[config.mk]
export PLATFORM = sky130hd
export DESIGN_NAME = ureg_top
export DESIGN_NICKNAME = d
export VERILOG_FILES = /design/src/common/ureg_pkg.sv /design/src/rtl/ureg_irq_prio.sv /design/src/rtl/ureg_top.sv
export SDC_FILE = /design/constraint.sdc
export NUM_CORES = 1
export LEC_CHECK = 0
export BUFFER_PORTS_ARGS = -buffer_cell sky130_fd_sc_hd__buf_4
export CORE_ASPECT_RATIO = 1.25
export CORE_MARGIN = 10
export CORE_UTILIZATION = 47
export CTS_CLUSTER_SIZE = 14
export DETAILED_ROUTE_END_ITERATION = 6
export PLACE_DENSITY = 0.76
export SYNTH_ARGS = -nofsm -noshare
export SYNTH_HDL_FRONTEND = slang
export SYNTH_SLANG_ARGS = --single-unit
[constraint.sdc]
create_clock -name clk_sys -period 1.8 [get_ports clk_sys]
set_input_delay 0.45 -clock clk_sys [delete_from_list [all_inputs] [get_ports clk_sys]]
set_output_delay 0.45 -clock clk_sys [all_outputs]
set_load 0.02 [all_outputs]
[src/common/ureg_pkg.sv]
// Package with register offsets, field positions and reset values.
package ureg_pkg;
  // Byte offsets of the registers within the register window.
  localparam logic [12:0] OFF_DATA = 13'h1000;
  localparam logic [12:0] OFF_IRQ_ENABLE = 13'h1004;
  localparam logic [12:0] OFF_IRQ_IDENTIFY = 13'h1008;
  localparam logic [12:0] OFF_LINE_CONTROL = 13'h100c;
  localparam logic [12:0] OFF_MODEM_CONTROL = 13'h1010;
  // Address width of the register window.
  localparam int ADDR_W = 13;
  // Reset values.
  localparam logic [7:0] RX_BUFFER_RST = 8'h00;
  localparam logic [7:0] TX_HOLDING_RST = 8'hff;
  localparam logic [7:0] IRQ_ENABLE_RST = 8'h00;
  localparam logic [7:0] LINE_CONTROL_RST = 8'h00;
  localparam logic [7:0] MODEM_CONTROL_RST = 8'h00;
  localparam logic [7:0] DIVISOR_RST = 8'h00;
  // Interrupt enable bit positions.
  localparam int IE_RX_AVAIL = 0;
  localparam int IE_TX_EMPTY = 1;
  localparam int IE_LINE_STATUS = 2;
  localparam int IE_MODEM_STATUS = 3;
  localparam int IE_USED_W = 4;
  // Line control bit positions.
  localparam int LC_LEN_LO = 0;
  localparam int LC_LEN_HI = 1;
  localparam int LC_STOP = 2;
  localparam int LC_PARITY_ON = 3;
  localparam int LC_EVEN = 4;
  localparam int LC_STICK = 5;
  localparam int LC_BREAK = 6;
  localparam int LC_DIVISOR = 7;
  // Modem control bit positions.
  localparam int MC_USER_OUTPUT_TWO = 3;
  localparam int MC_LOOP = 4;
  // Interrupt source codes for bits 3..1 of the identify register.
  localparam logic [2:0] ID_LINE_STATUS = 3'h3;
  localparam logic [2:0] ID_RX_AVAIL = 3'h2;
  localparam logic [2:0] ID_TIMEOUT = 3'h6;
  localparam logic [2:0] ID_TX_EMPTY = 3'h1;
  localparam logic [2:0] ID_MODEM = 3'h0;
  // Character length codes.
  localparam logic [1:0] LEN_5 = 2'h0;
  localparam logic [1:0] LEN_8 = 2'h3;
  // Upper nibble of the identify register, always zero.
  localparam logic [3:0] ID_UPPER = 4'h0;
endpackage

[src/rtl/ureg_irq_prio.sv]
// Prioritised interrupt source encoder for the identify register.
`timescale 1ns/100ps
module ureg_irq_prio
  import ureg_pkg::*;
(
  input wire logic [IE_USED_W-1:0] irq_en,
  input wire logic line_status_evt,
  input wire logic rx_avail_evt,
  input wire logic timeout_evt,
  input wire logic tx_empty_evt,
  input wire logic modem_status_evt,
  output logic irq_pending_n,
  output logic [2:0] irq_source_code
);
  // Each source is gated by its enable bit before it can compete.
  wire ls_act = line_status_evt && irq_en[IE_LINE_STATUS];
  wire rx_act = rx_avail_evt && irq_en[IE_RX_AVAIL];
  // The timeout only ever arises with receive data, so it shares that gate.
  wire to_act = timeout_evt && irq_en[IE_RX_AVAIL];
  wire tx_act = tx_empty_evt && irq_en[IE_TX_EMPTY];
  wire ms_act = modem_status_evt && irq_en[IE_MODEM_STATUS];

  // Pending flag is active low.
  assign irq_pending_n = !(ls_act || rx_act || to_act || tx_act || ms_act);

  // Highest priority wins; zero code when nothing pends.
  always_comb
  begin
    if (ls_act)
      irq_source_code = ID_LINE_STATUS;
    else if (rx_act)
      irq_source_code = ID_RX_AVAIL;
    else if (to_act)
      irq_source_code = ID_TIMEOUT;
    else if (tx_act)
      irq_source_code = ID_TX_EMPTY;
    else
      irq_source_code = ID_MODEM;
  end
endmodule

[src/rtl/ureg_top.sv]
// Software-visible register logic of a 16450-style UART.
`timescale 1ns/100ps
//
// Contract
// - Read-only receive buffer, resets to zero.
// - Write-only transmit holding, resets to ones.
// - Enable bit 3 gates modem status.
// - Enable bit 2 gates line status.
// - Enable bit 1 gates transmit empty.
// - Enable bit 0 gates receive data.
// - Enable bits 7..4 read zero.
// - Identify bits 7..4 read zero.
// - Identify bit 0 is low-active pending.
// - Source code follows fixed priority.
// - Timeout code ranks third, below receive data.
// - Code valid only while pending; resets zero.
// - Divisor access bit redirects low addresses.
// - Break bit forces serial output low.
// - Stick parity fixes parity bit value.
// - Bit 4 selects even parity.
// - Bit 3 enables parity.
// - Bit 2 selects stop bit count.
// - Bits 1..0 select character length.
// - Modem bit 4 enables loopback.
// - Modem bit 3 drives user output pin.
// - Divisor bytes replace buffer and enable.
module ureg_top
  import ureg_pkg::*;
(
  input wire logic clk_sys,
  input wire logic srst,
  // Register access port: single-cycle read and write strobes.
  input wire logic [ureg_pkg::ADDR_W-1:0] reg_addr,
  input wire logic reg_wr,
  input wire logic reg_rd,
  input wire logic [7:0] reg_wdata,
  output logic [7:0] reg_rdata,
  // Receiver side: a character has arrived.
  input wire logic rx_char_valid,
  input wire logic [7:0] rx_char,
  // Interrupt source conditions from the line and modem logic.
  input wire logic line_status_evt,
  input wire logic timeout_evt,
  input wire logic tx_empty_evt,
  input wire logic modem_status_evt,
  // Serial data from the transmit shifter, before break gating.
  input wire logic tx_serial,
  // Configuration outputs toward the serialiser and baud generator.
  output logic [7:0] tx_holding,
  output logic tx_holding_load,
  output logic [15:0] divisor,
  output logic [1:0] char_length_sel,
  output logic stop_bits_sel,
  output logic parity_on,
  output logic even_parity_sel,
  output logic stick_parity,
  output logic stick_parity_value,
  output logic loopback_en,
  output logic sout,
  output logic user_out_two_pin_n,
  output logic irq
);
  import ureg_pkg::*;

  // Register state.
  logic [7:0] rx_buffer_q;
  logic [7:0] rx_buffer_d;
  logic rx_full_q; // Receive data waits for software.
  logic rx_full_d;
  logic [7:0] tx_holding_q;
  logic [7:0] tx_holding_d;
  logic [IE_USED_W-1:0] irq_enable_q; // Only the low nibble is kept.
  logic [IE_USED_W-1:0] irq_enable_d;
  logic [7:0] line_control_q;
  logic [7:0] line_control_d;
  logic [7:0] modem_control_q;
  logic [7:0] modem_control_d;
  logic [7:0] divisor_low_q;
  logic [7:0] divisor_low_d;
  logic [7:0] divisor_high_q;
  logic [7:0] divisor_high_d;
  logic [7:0] rdata_q;
  logic [7:0] rdata_d;
  logic sout_q;
  logic irq_q;
  logic irq_pending_n;
  logic [2:0] irq_source_code;

  // Address decode; the divisor bit steers the two lowest words.
  wire divisor_access = line_control_q[LC_DIVISOR];
  wire hit_data = (reg_addr == OFF_DATA);
  wire hit_ie = (reg_addr == OFF_IRQ_ENABLE);
  wire hit_id = (reg_addr == OFF_IRQ_IDENTIFY);
  wire hit_lc = (reg_addr == OFF_LINE_CONTROL);
  wire hit_mc = (reg_addr == OFF_MODEM_CONTROL);
  wire sel_buf = hit_data && !divisor_access;
  wire sel_ie = hit_ie && !divisor_access;
  wire sel_dll = hit_data && divisor_access;
  wire sel_dlm = hit_ie && divisor_access;

  // Write strobes.
  wire wr_thr = reg_wr && sel_buf;
  wire wr_ie = reg_wr && sel_ie;
  wire wr_lc = reg_wr && hit_lc;
  wire wr_mc = reg_wr && hit_mc;
  wire wr_dll = reg_wr && sel_dll;
  wire wr_dlm = reg_wr && sel_dlm;
  // Reading the buffer consumes the waiting character.
  wire rd_buf = reg_rd && sel_buf;

  // Identify register image with the zero upper nibble.
  wire [7:0] id_image = {ID_UPPER, irq_source_code, irq_pending_n};
  // Enable register image; bits 7..4 are never stored.
  wire [7:0] ie_image = {{(8 - IE_USED_W){1'b0}}, irq_enable_q};

  // Next-state logic for the storage registers.
  always_comb
  begin
    // Receive: a new arrival overwrites the last character.
    rx_buffer_d = rx_char_valid ? rx_char : rx_buffer_q;
    // Arrival beats a simultaneous read so no character is lost.
    if (rx_char_valid)
      rx_full_d = 1'b1;
    else if (rd_buf)
      rx_full_d = 1'b0;
    else
      rx_full_d = rx_full_q;
    tx_holding_d = wr_thr ? reg_wdata : tx_holding_q;
    irq_enable_d = wr_ie ? reg_wdata[IE_USED_W-1:0] : irq_enable_q;
    line_control_d = wr_lc ? reg_wdata : line_control_q;
    modem_control_d = wr_mc ? reg_wdata : modem_control_q;
    divisor_low_d = wr_dll ? reg_wdata : divisor_low_q;
    divisor_high_d = wr_dlm ? reg_wdata : divisor_high_q;
  end

  // Read data mux; unmapped addresses read zero.
  always_comb
  begin
    if (!reg_rd)
      rdata_d = rdata_q;
    else if (sel_buf)
      rdata_d = rx_buffer_q;
    else if (sel_dll)
      rdata_d = divisor_low_q;
    else if (sel_dlm)
      rdata_d = divisor_high_q;
    else if (sel_ie)
      rdata_d = ie_image;
    else if (hit_id)
      rdata_d = id_image;
    else if (hit_lc)
      rdata_d = line_control_q;
    else if (hit_mc)
      rdata_d = modem_control_q;
    else
      rdata_d = 8'h00;
  end

  // Storage registers, all synchronously reset.
  always_ff @(posedge clk_sys)
  begin
    if (srst)
    begin
      rx_buffer_q <= RX_BUFFER_RST;
      rx_full_q <= 1'b0;
      tx_holding_q <= TX_HOLDING_RST;
      irq_enable_q <= IRQ_ENABLE_RST[IE_USED_W-1:0];
      line_control_q <= LINE_CONTROL_RST;
      modem_control_q <= MODEM_CONTROL_RST;
      divisor_low_q <= DIVISOR_RST;
      divisor_high_q <= DIVISOR_RST;
      rdata_q <= 8'h00;
    end
    else
    begin
      rx_buffer_q <= rx_buffer_d;
      rx_full_q <= rx_full_d;
      tx_holding_q <= tx_holding_d;
      irq_enable_q <= irq_enable_d;
      line_control_q <= line_control_d;
      modem_control_q <= modem_control_d;
      divisor_low_q <= divisor_low_d;
      divisor_high_q <= divisor_high_d;
      rdata_q <= rdata_d;
    end
  end

  // Priority encoder; receive-available comes from the buffer's own flag.
  ureg_irq_prio u_prio (
    .irq_en(irq_enable_q),
    .line_status_evt(line_status_evt),
    .rx_avail_evt(rx_full_q),
    .timeout_evt(timeout_evt),
    .tx_empty_evt(tx_empty_evt),
    .modem_status_evt(modem_status_evt),
    .irq_pending_n(irq_pending_n),
    .irq_source_code(irq_source_code)
  );

  // Serial output and interrupt line are registered to avoid glitches.
  // In loopback the line idles high unless break is set, as the shifter is routed inside.
  always_ff @(posedge clk_sys)
  begin
    if (srst)
    begin
      sout_q <= 1'b1;
      irq_q <= 1'b0;
    end
    else
    begin
      if (line_control_q[LC_BREAK])
        sout_q <= 1'b0;
      else if (modem_control_q[MC_LOOP])
        sout_q <= 1'b1;
      else
        sout_q <= tx_serial;
      irq_q <= !irq_pending_n;
    end
  end

  // Configuration fields toward the serialiser.
  assign char_length_sel = line_control_q[LC_LEN_HI:LC_LEN_LO];
  assign stop_bits_sel = line_control_q[LC_STOP];
  assign parity_on = line_control_q[LC_PARITY_ON];
  assign even_parity_sel = line_control_q[LC_EVEN];
  assign stick_parity = line_control_q[LC_STICK] && parity_on;
  // Stuck parity is 1 for odd sense and 0 for even sense.
  assign stick_parity_value = !even_parity_sel;
  assign loopback_en = modem_control_q[MC_LOOP];
  assign user_out_two_pin_n = !modem_control_q[MC_USER_OUTPUT_TWO];
  assign tx_holding = tx_holding_q;
  // Load pulse tells the shifter a new character was written.
  assign tx_holding_load = wr_thr;
  assign divisor = {divisor_high_q, divisor_low_q};
  assign sout = sout_q;
  assign irq = irq_q;
  assign reg_rdata = rdata_q;
endmodule

-- Word-level counts from Yosys, hierarchy flattened
Index checks and enable logic that the tools add are counted.
- register bits after elaboration: 63
- input port bits: 39
- output and inout bits: 44
- logic and storage cells: 57
- equality and inequality tests: 5
- muxes and demuxes: 15
- reductions and logical operators: 26
- operators with widths (operator ; count):
    13-bit == test (second input constant) ; 5
    8-bit two-way mux ; 7
    1-bit logical AND ; 17
    3-bit two-way mux ; 3
    1-bit two-way mux ; 5
    1-bit logical NOT ; 4
    1-bit logical OR ; 4
    2-bit nonzero test ; 1

-- Longest topological paths before layout
Gate-level depths: netlist of run 1.
- depth after elaboration: 11
- gate-level depth with buffers: 6
- mapped depth without buffers: 4

-- Hierarchy
Synthesis of run 1 repeated with hierarchy kept, for this count alone.
- cells, all modules: 349
- area, all modules: 3012.9 um^2
- by module, submodules not included (module ; times used ; cells each ; area each (um^2) ; sequential area each (um^2)):
    ureg_top ; 1 ; 342 ; 2962.8 ; 1261.2
    ureg_irq_prio ; 1 ; 7 ; 50.0 ; 0.0

-- Worst setup path after synthesis of run 1
No wires, ideal clock.
- path type: in2out
- start: input port reg_addr[1] (netlist name)
- end: output port tx_holding_load
- arrival time: 1.762 ns
- data required time: 1.350 ns
- path slack: -0.412 ns
- cell stages on the path: 5
- buffers on the path: 2
- cells stage by stage: nor4b_4 nand4_1 buf_2 buf_2 nor3_1
- word-level cells in the longest chain between the ends: 3
- ends and longest elaborated chain (what ; line ; source):
    start: declaration ; ureg_top.sv:33 ; input wire logic [ureg_pkg::ADDR_W-1:0] reg_addr,
    13-bit == test ; ureg_top.sv:91 ; wire hit_data = (reg_addr == OFF_DATA);
    1-bit logical AND ; ureg_top.sv:96 ; wire sel_buf = hit_data && !divisor_access;
    1-bit logical AND ; ureg_top.sv:102 ; wire wr_thr = reg_wr && sel_buf;
    end: declaration ; ureg_top.sv:50 ; output logic tx_holding_load,
No other way between the ends.

-- Worst setup path in the final report of run 1
- start: input port reg_addr[0] (netlist name)
- end: output port tx_holding_load
Same word-level chain as after synthesis.

==> impl_metrics.tcl, run 1 <==
set metrics [dict create \
    maxCapViolCount 0 \
    drt_iter0_drc 213 \
    dp_cells 521 \
    clock-sinks 63 \
    fmaxAchievable_ghz 0.5340 \
    clk_latency_ps 350 \
    cp_cell_sequence "buf_6 > nor4b_4 > nand4_1 > buf_6 > nor3_4 > buf_6" \
    synth-warning-count 0 \
    ys_seq_area_frac 0.4235 \
    path_clk_slew_ps 70 \
    rsz0062_at_grt "true" \
    fin_skew_ps 8.920 \
    drcViolationCount 0 \
    final_max_slew_viol_count 0 \
    ff2ff_setup_slack_ps 230 \
    ys_types 47 \
    placed_area_um2 3895 \
    dieHeight_um 109.0 \
    synthTopCellsByArea "dfxtp_1, mux2i_1, nand3_1, o21ai_0, nand2_1" \
    synthCells 343 \
    layout_min_cycle_time_ps 1873 \
    clockBufferDepth 2 \
    slowest_stage "nor4b_4" \
    crit_path_frequent_cell "buf_6" \
    path_delay_family "simple AND/OR/NAND/NOR gates" \
    postRouteAntennaNets 0 \
    worstMarginPinSlew_ps 503.6 \
    fin_ws_ps -72.53 \
    rows 32 \
    drtPass1Iterations 5 \
    nNetsFinal 487 \
    vias 3106 \
    grt_usage 0.1964 \
    hold_class "input port to register" \
    slew_headroom 0.6643 \
    synth_edf_count 0 \
    synth_top_area_frac 0.4235 \
    vdd_drop_max_uv 508.2 \
    layoutNonFillerInstCount 537 \
    critical_path_buf_inv_count 3 \
    setup_violations 1 \
    area_delta_synth_final_pct 39.03 \
    min_from "rx_char[1]" \
    outcome "finished, violations left" \
    fin_hold_ws_ps 332.7 \
    r2r_end "reg_rdata[2]" \
    slowest_delay_ps 300 \
    core_um2 6166 \
    yosys.area.top_type "dfxtp_1" \
    critical_path.max_fanout 2 \
    grt_pass1_vias 3129 \
    grt-ovfl-total 0 \
    die_w_um 91.20 \
    reg2reg_depth 5 \
    drive_gt1_frac 0.3252 \
    final_cell_area_um2 4140 \
    leakagePower_nw 1.726 \
    wirelength_mm 9.783 \
    finalWeightedCongestion 0.9513 \
    synth.avg_cell_area_um2 8.682 \
    critPathKind "input port to primary output" \
    post_drt_wl_per_cell_um 18.22 \
    start_kind "input port" \
    hpwl_mm 7.491 \
    final_common_cell "buf_4" \
    ctsHoldBuffers 0 \
    power.density_nw_per_um2 736.5 \
    end_kind "primary output" \
    tritoncts "built" \
    r2r-start "rx_full_q" \
    ios 83 \
    cts-buffers-inserted 9 \
    violations "setup timing" \
    cts-root-buf "clkbuf_8" \
    grt_start_max_net_pins 37 \
    async_flop_share 0 \
    hold_viol_final 0 \
    cts_htree_levels 3 \
    holdPathStages 3 \
    antenna_found_initial 0 \
    start_util 0.4830 \
    viasPerCell 5.784 \
    io_buffers 82 \
    antenna_cells 0 \
    synth_nets 382 \
    synth_area_um2 2978 \
    ys.flop_type "dfxtp_1" \
    die-area_um2 9940 \
    hold_end "rx_buffer_q[1]" \
    final_cell_mix "buf_4, dfxtp_1, nand3_1, o21ai_0, nand2_1" \
    synth-seq-cells 63 \
    grt_first_pass_wirelength_mm 15.77 \
    worstPathArrival_ps 1420 \
    critPathRequiredTime_ps 1350 \
    period_share 1.040 \
]
[tightest hold or removal path, delay by kind of cell]
| kind | cells | cell delay (ps) |
|---|---|---|
| mux | 1 | 50 |
| simple gates | 1 | 70 |
| buf+inv | 1 | 80 |
[final cells by class]
class | instances | area, um2
clock inverters | 3 | 67.56
multi-input cells | 243 | 1559
flip-flops and latches | 63 | 1261
inverters | 8 | 30.03
fillers | 531 | 2026
clock buffers | 12 | 145.1
well taps | 85 | 106.4
repair buffers | 123 | 970.9
[how the worst max path moves through the flow]
| stage | end | depth (start not counted) | start | slack (ps) |
|---|---|---|---|---|
| after floorplan | tx_holding_load | 5 | reg_addr[1] | -170 |
| final | tx_holding_load | 6 | reg_addr[0] | -70 |
| after detailed placement | line_control_q[2] | 8 | reg_addr[1] | -130 |
| after global routing | tx_holding_load | 6 | reg_addr[6] | -110 |
| after CTS | tx_holding_load | 6 | reg_addr[0] | -70 |
| after global placement | tx_holding_load | 6 | reg_addr[1] | -100 |
[metal layers]
metal / routed length (um) / track usage / vias to the layer above
met4: 315 / 0.1121 / 0
met3: 739 / 0.05021 / 28
met5: 0 / 0 / -
met1: 3733 / 0.2196 / 1464
li1: - / - / 1460
met2: 4994 / 0.3350 / 154
[repair_timing]
action	in CTS	in global routing
pin swaps	2	1
endpoints found under the setup margin	1	2
setup buffers	1	0
resized for setup	6	1
[kinds of logic (layout without fill, tap and decap cells)]
| group | Yosys count | count (layout) | synth area share |
|---|---|---|---|
| compound gates | 92 | 92 | 0.1945 |
| flops | 63 | 63 | 0.4235 |
| buf+inv | 37 | 146 | 0.05756 |
| simple gates | 121 | 121 | 0.2223 |
| mux | 30 | 30 | 0.1021 |
[Yosys cell counts (2+ instances only)]
library cell / number
dfxtp_1: 63
a2111oi_0: 2
nand3_1: 33
nor4_1: 2
buf_2: 11
nor3_1: 3
nand2b_1: 3
nor2_1: 14
mux2i_1: 27
nand2_1: 32
buf_4: 3
a211o_1: 5
o211ai_1: 10
a31oi_1: 5
nand4_1: 8
and4_1: 3
o32ai_1: 2
a32o_1: 3
a21oi_1: 20
nor2b_1: 10
a22oi_1: 4
clkbuf_1: 13
o21ai_0: 33
and3b_1: 3
inv_1: 7
mux2_2: 3
[sequential cells by signal, indices dropped and copies added, names as in the netlist]
| register | flops |
|---|---|
| reg_rdata | 8 |
| line_control_q | 8 |
| rx_full_q | 1 |
| divisor_high_q | 8 |
| tx_holding | 8 |
| sout | 1 |
| irq | 1 |
| modem_control_q | 8 |
| rx_buffer_q | 8 |
| irq_enable_q | 4 |
| divisor_low_q | 8 |
[per-stage QoR]
step	TNS, ps	worst slack, ps	power (mW)	util
2_1_floorplan	-170.3	-170.3	1.557	-
3_3_place_gp	-575.6	-96.77	1.704	0.6317
3_5_place_dp	-1701	-127.0	1.710	0.6317
4_1_cts	-69.30	-69.30	3.039	0.6711
5_1_grt	-106.0	-106.0	3.142	0.6715
6_report	-72.53	-72.53	3.049	0.6715
[power by group]
part	leakage, nW	total, mW	internal [mW]	switching, mW
registers	0.510	1.42	1.41	0.00873
logic	1.11	0.268	0.129	0.140
clock network	0.103	1.36	0.811	0.552
No activity file was read; power rests on OpenSTA's default activity.
==> inputs of run 2 (changes only) <==
--- a/config.mk
+++ b/config.mk
@@ -5,13 +5,14 @@
 export SDC_FILE = /design/constraint.sdc
 export NUM_CORES = 1
 export LEC_CHECK = 0
+export ABC_AREA = 0
 export BUFFER_PORTS_ARGS = -buffer_cell sky130_fd_sc_hd__buf_4
 export CORE_ASPECT_RATIO = 1.25
 export CORE_MARGIN = 10
-export CORE_UTILIZATION = 47
+export CORE_UTILIZATION = 56
 export CTS_CLUSTER_SIZE = 14
 export DETAILED_ROUTE_END_ITERATION = 6
-export PLACE_DENSITY = 0.76
+export PLACE_DENSITY = 0.85
 export SYNTH_ARGS = -nofsm -noshare
 export SYNTH_HDL_FRONTEND = slang
 export SYNTH_SLANG_ARGS = --single-unit
==> constraint.sdc (replaced) <==
create_clock -name clk_sys -period 2.4 [get_ports clk_sys]
set_input_delay 0.6 -clock clk_sys [delete_from_list [all_inputs] [get_ports clk_sys]]
set_output_delay 0.6 -clock clk_sys [all_outputs]
set_load 0.02 [all_outputs]
==> run 2 against run 1 <==
Against the previous run: largest power group unchanged; final cell count decreased by 8.9%; first-iteration DRC count is 40% higher; critical endpoint unchanged; the run now ends clean; clock power shrank 39%.
==> impl_metrics.tcl, run 2 (synthesis results as in run 1) <==
set metrics [dict create \
    outcome "finished, final reports clean" \
    hpwl_mm 7.137 \
    start_kind "input port" \
    fin_skew_ps 8.022 \
    maxCapViolCount 0 \
    worstMarginPinSlew_ps 669.0 \
    hold_viol_final 0 \
    hold_class "register to register" \
    slew_headroom 0.5534 \
    dieHeight_um 101.5 \
    postRouteAntennaNets 0 \
    worstPathArrival_ps 1650 \
    drcViolationCount 0 \
    rsz0062_at_grt "false" \
    fmaxAchievable_ghz 0.4452 \
    critPathKind "input port to primary output" \
    leakagePower_nw 1.562 \
    tritoncts "built" \
    ctsHoldBuffers 0 \
    cts_htree_levels 3 \
    power_frac_comb 0.086 \
    viasPerCell 6.166 \
    finalWeightedCongestion 0.9180 \
    switching_share 0.2715 \
    grt_start_max_net_pins 42 \
    die-area_um2 8653 \
    r2r-start "line_control_q[7]" \
    core_um2 5116 \
    p_seq_frac 0.513 \
    clockBufferDepth 2 \
    clock-sinks 63 \
    critical_path.max_fanout 2 \
    dpl_worst_slack_ps 185.2 \
    tns_ps 0 \
    layout_min_cycle_time_ps 2246 \
    p_sw_mw 0.5619 \
    vdd_drop_max_uv 470.0 \
    io_buffers 82 \
    cts-buffers-inserted 9 \
    vias 3015 \
    ff2ff_setup_slack_ps 530 \
    area_delta_synth_final_pct 28.28 \
    final_cell_mix "buf_4, dfxtp_1, nand3_1, o21ai_0, nand2_1" \
    cts-root-buf "clkbuf_8" \
    drt_iter0_drc 299 \
    antenna_found_initial 0 \
    ios 83 \
    rows 29 \
    drive_gt1_frac 0.2881 \
    critPathRequiredTime_ps 1800 \
    r2r_end "reg_rdata[7]" \
    antenna_cells 0 \
    grt-ovfl-total 0 \
    die_w_um 85.23 \
    fin_hold_ws_ps 471.2 \
    min_from "modem_control_q[5]" \
    grt_first_pass_wirelength_mm 14.86 \
    fin_ws_ps 153.7 \
    clkPwrFrac 0.400 \
    final_core_util 0.7466 \
    holdPathStages 2 \
    start_util 0.5820 \
    period_share 0.9360 \
    nNetsFinal 461 \
    grt_usage 0.2111 \
    setup_violations 0 \
    cts-resized-gates 0 \
    drtPass1Iterations 5 \
    end_kind "primary output" \
    power.density_nw_per_um2 541.9 \
    hold_end "modem_control_q[5]" \
    p_int_mw 1.508 \
    reg2reg_depth 4 \
    final_max_slew_viol_count 0 \
    post_drt_wl_per_cell_um 19.54 \
    clk_latency_ps 350 \
    path_clk_slew_ps 70 \
    final_common_cell "buf_4" \
    wirelength_mm 9.554 \
    cts_setup_buffers 0 \
    grt_pass1_vias 3048 \
]
[run 2: cell count changes in the layout (fill, tap and decap cells not counted), moves of 2 or more]
cell | before | now
buf_6 | 6 | 0
buf_4 | 115 | 97
clkbuf_1 | 2 | 0
clkinv_2 | 0 | 2
bufinv_16 | 2 | 0
buf_12 | 2 | 0
clkinvlp_4 | 1 | 4
[run 2: power by group through the flow]
| stage | logic (mW) | clock network (mW) | registers (mW) |
|---|---|---|---|
| after floorplan | 0.0805 | 0 | 1.09 |
| after global placement | 0.171 | 0 | 1.09 |
| after detailed placement | 0.176 | 0 | 1.09 |
| after CTS | 0.177 | 0.823 | 1.06 |
| after global routing | 0.192 | 0.873 | 1.06 |
| final | 0.179 | 0.829 | 1.06 |
[run 2: area by class of cell]
type,count,area (um2)
clock inverters,7,48.80
clock buffers,9,123.9
fillers,413,1296
flip-flops and latches,63,1261
well taps,62,77.57
multi-input cells,243,1550
inverters,8,30.03
repair buffers,97,728.2
[run 2: worst max path at each step]
stage,end,slack [ps],startpoint
after global routing,tx_holding_load,150,reg_addr[6]
after global placement,tx_holding_load,200,reg_addr[3]
after detailed placement,tx_holding_load,190,reg_addr[6]
after CTS,tx_holding_load,180,reg_addr[6]
final,tx_holding_load,150,reg_addr[6]
after floorplan,tx_holding_load,60,reg_addr[1]
[run 2: per-stage QoR]
| step | cells | power [mW] | instance area [um2] |
|---|---|---|---|
| finish | 489 | 2.070 | 3820 |
| global route | 489 | 2.128 | 3820 |
| CTS | 489 | 2.062 | 3820 |
| detailed placement | 473 | 1.262 | 3647 |
| global placement | 473 | 1.257 | 3647 |
| floorplan | 343 | 1.168 | 2983 |
[run 2: routing by layer]
| layer | part of all wire | global-route usage | wire length [um] |
|---|---|---|---|
| met4 | 0.023 | 0.08883 | 220 |
| met5 | 0 | 0 | 0 |
| met2 | 0.51 | 0.3782 | 4875 |
| met1 | 0.38 | 0.2215 | 3663 |
| met3 | 0.083 | 0.06827 | 795 |
[run 2: worst max-delay path: stages]
cell and delay, ps:
buf_4 120, nor4_4 300, nand4_1 210, nor3_2 220, buf_4 190
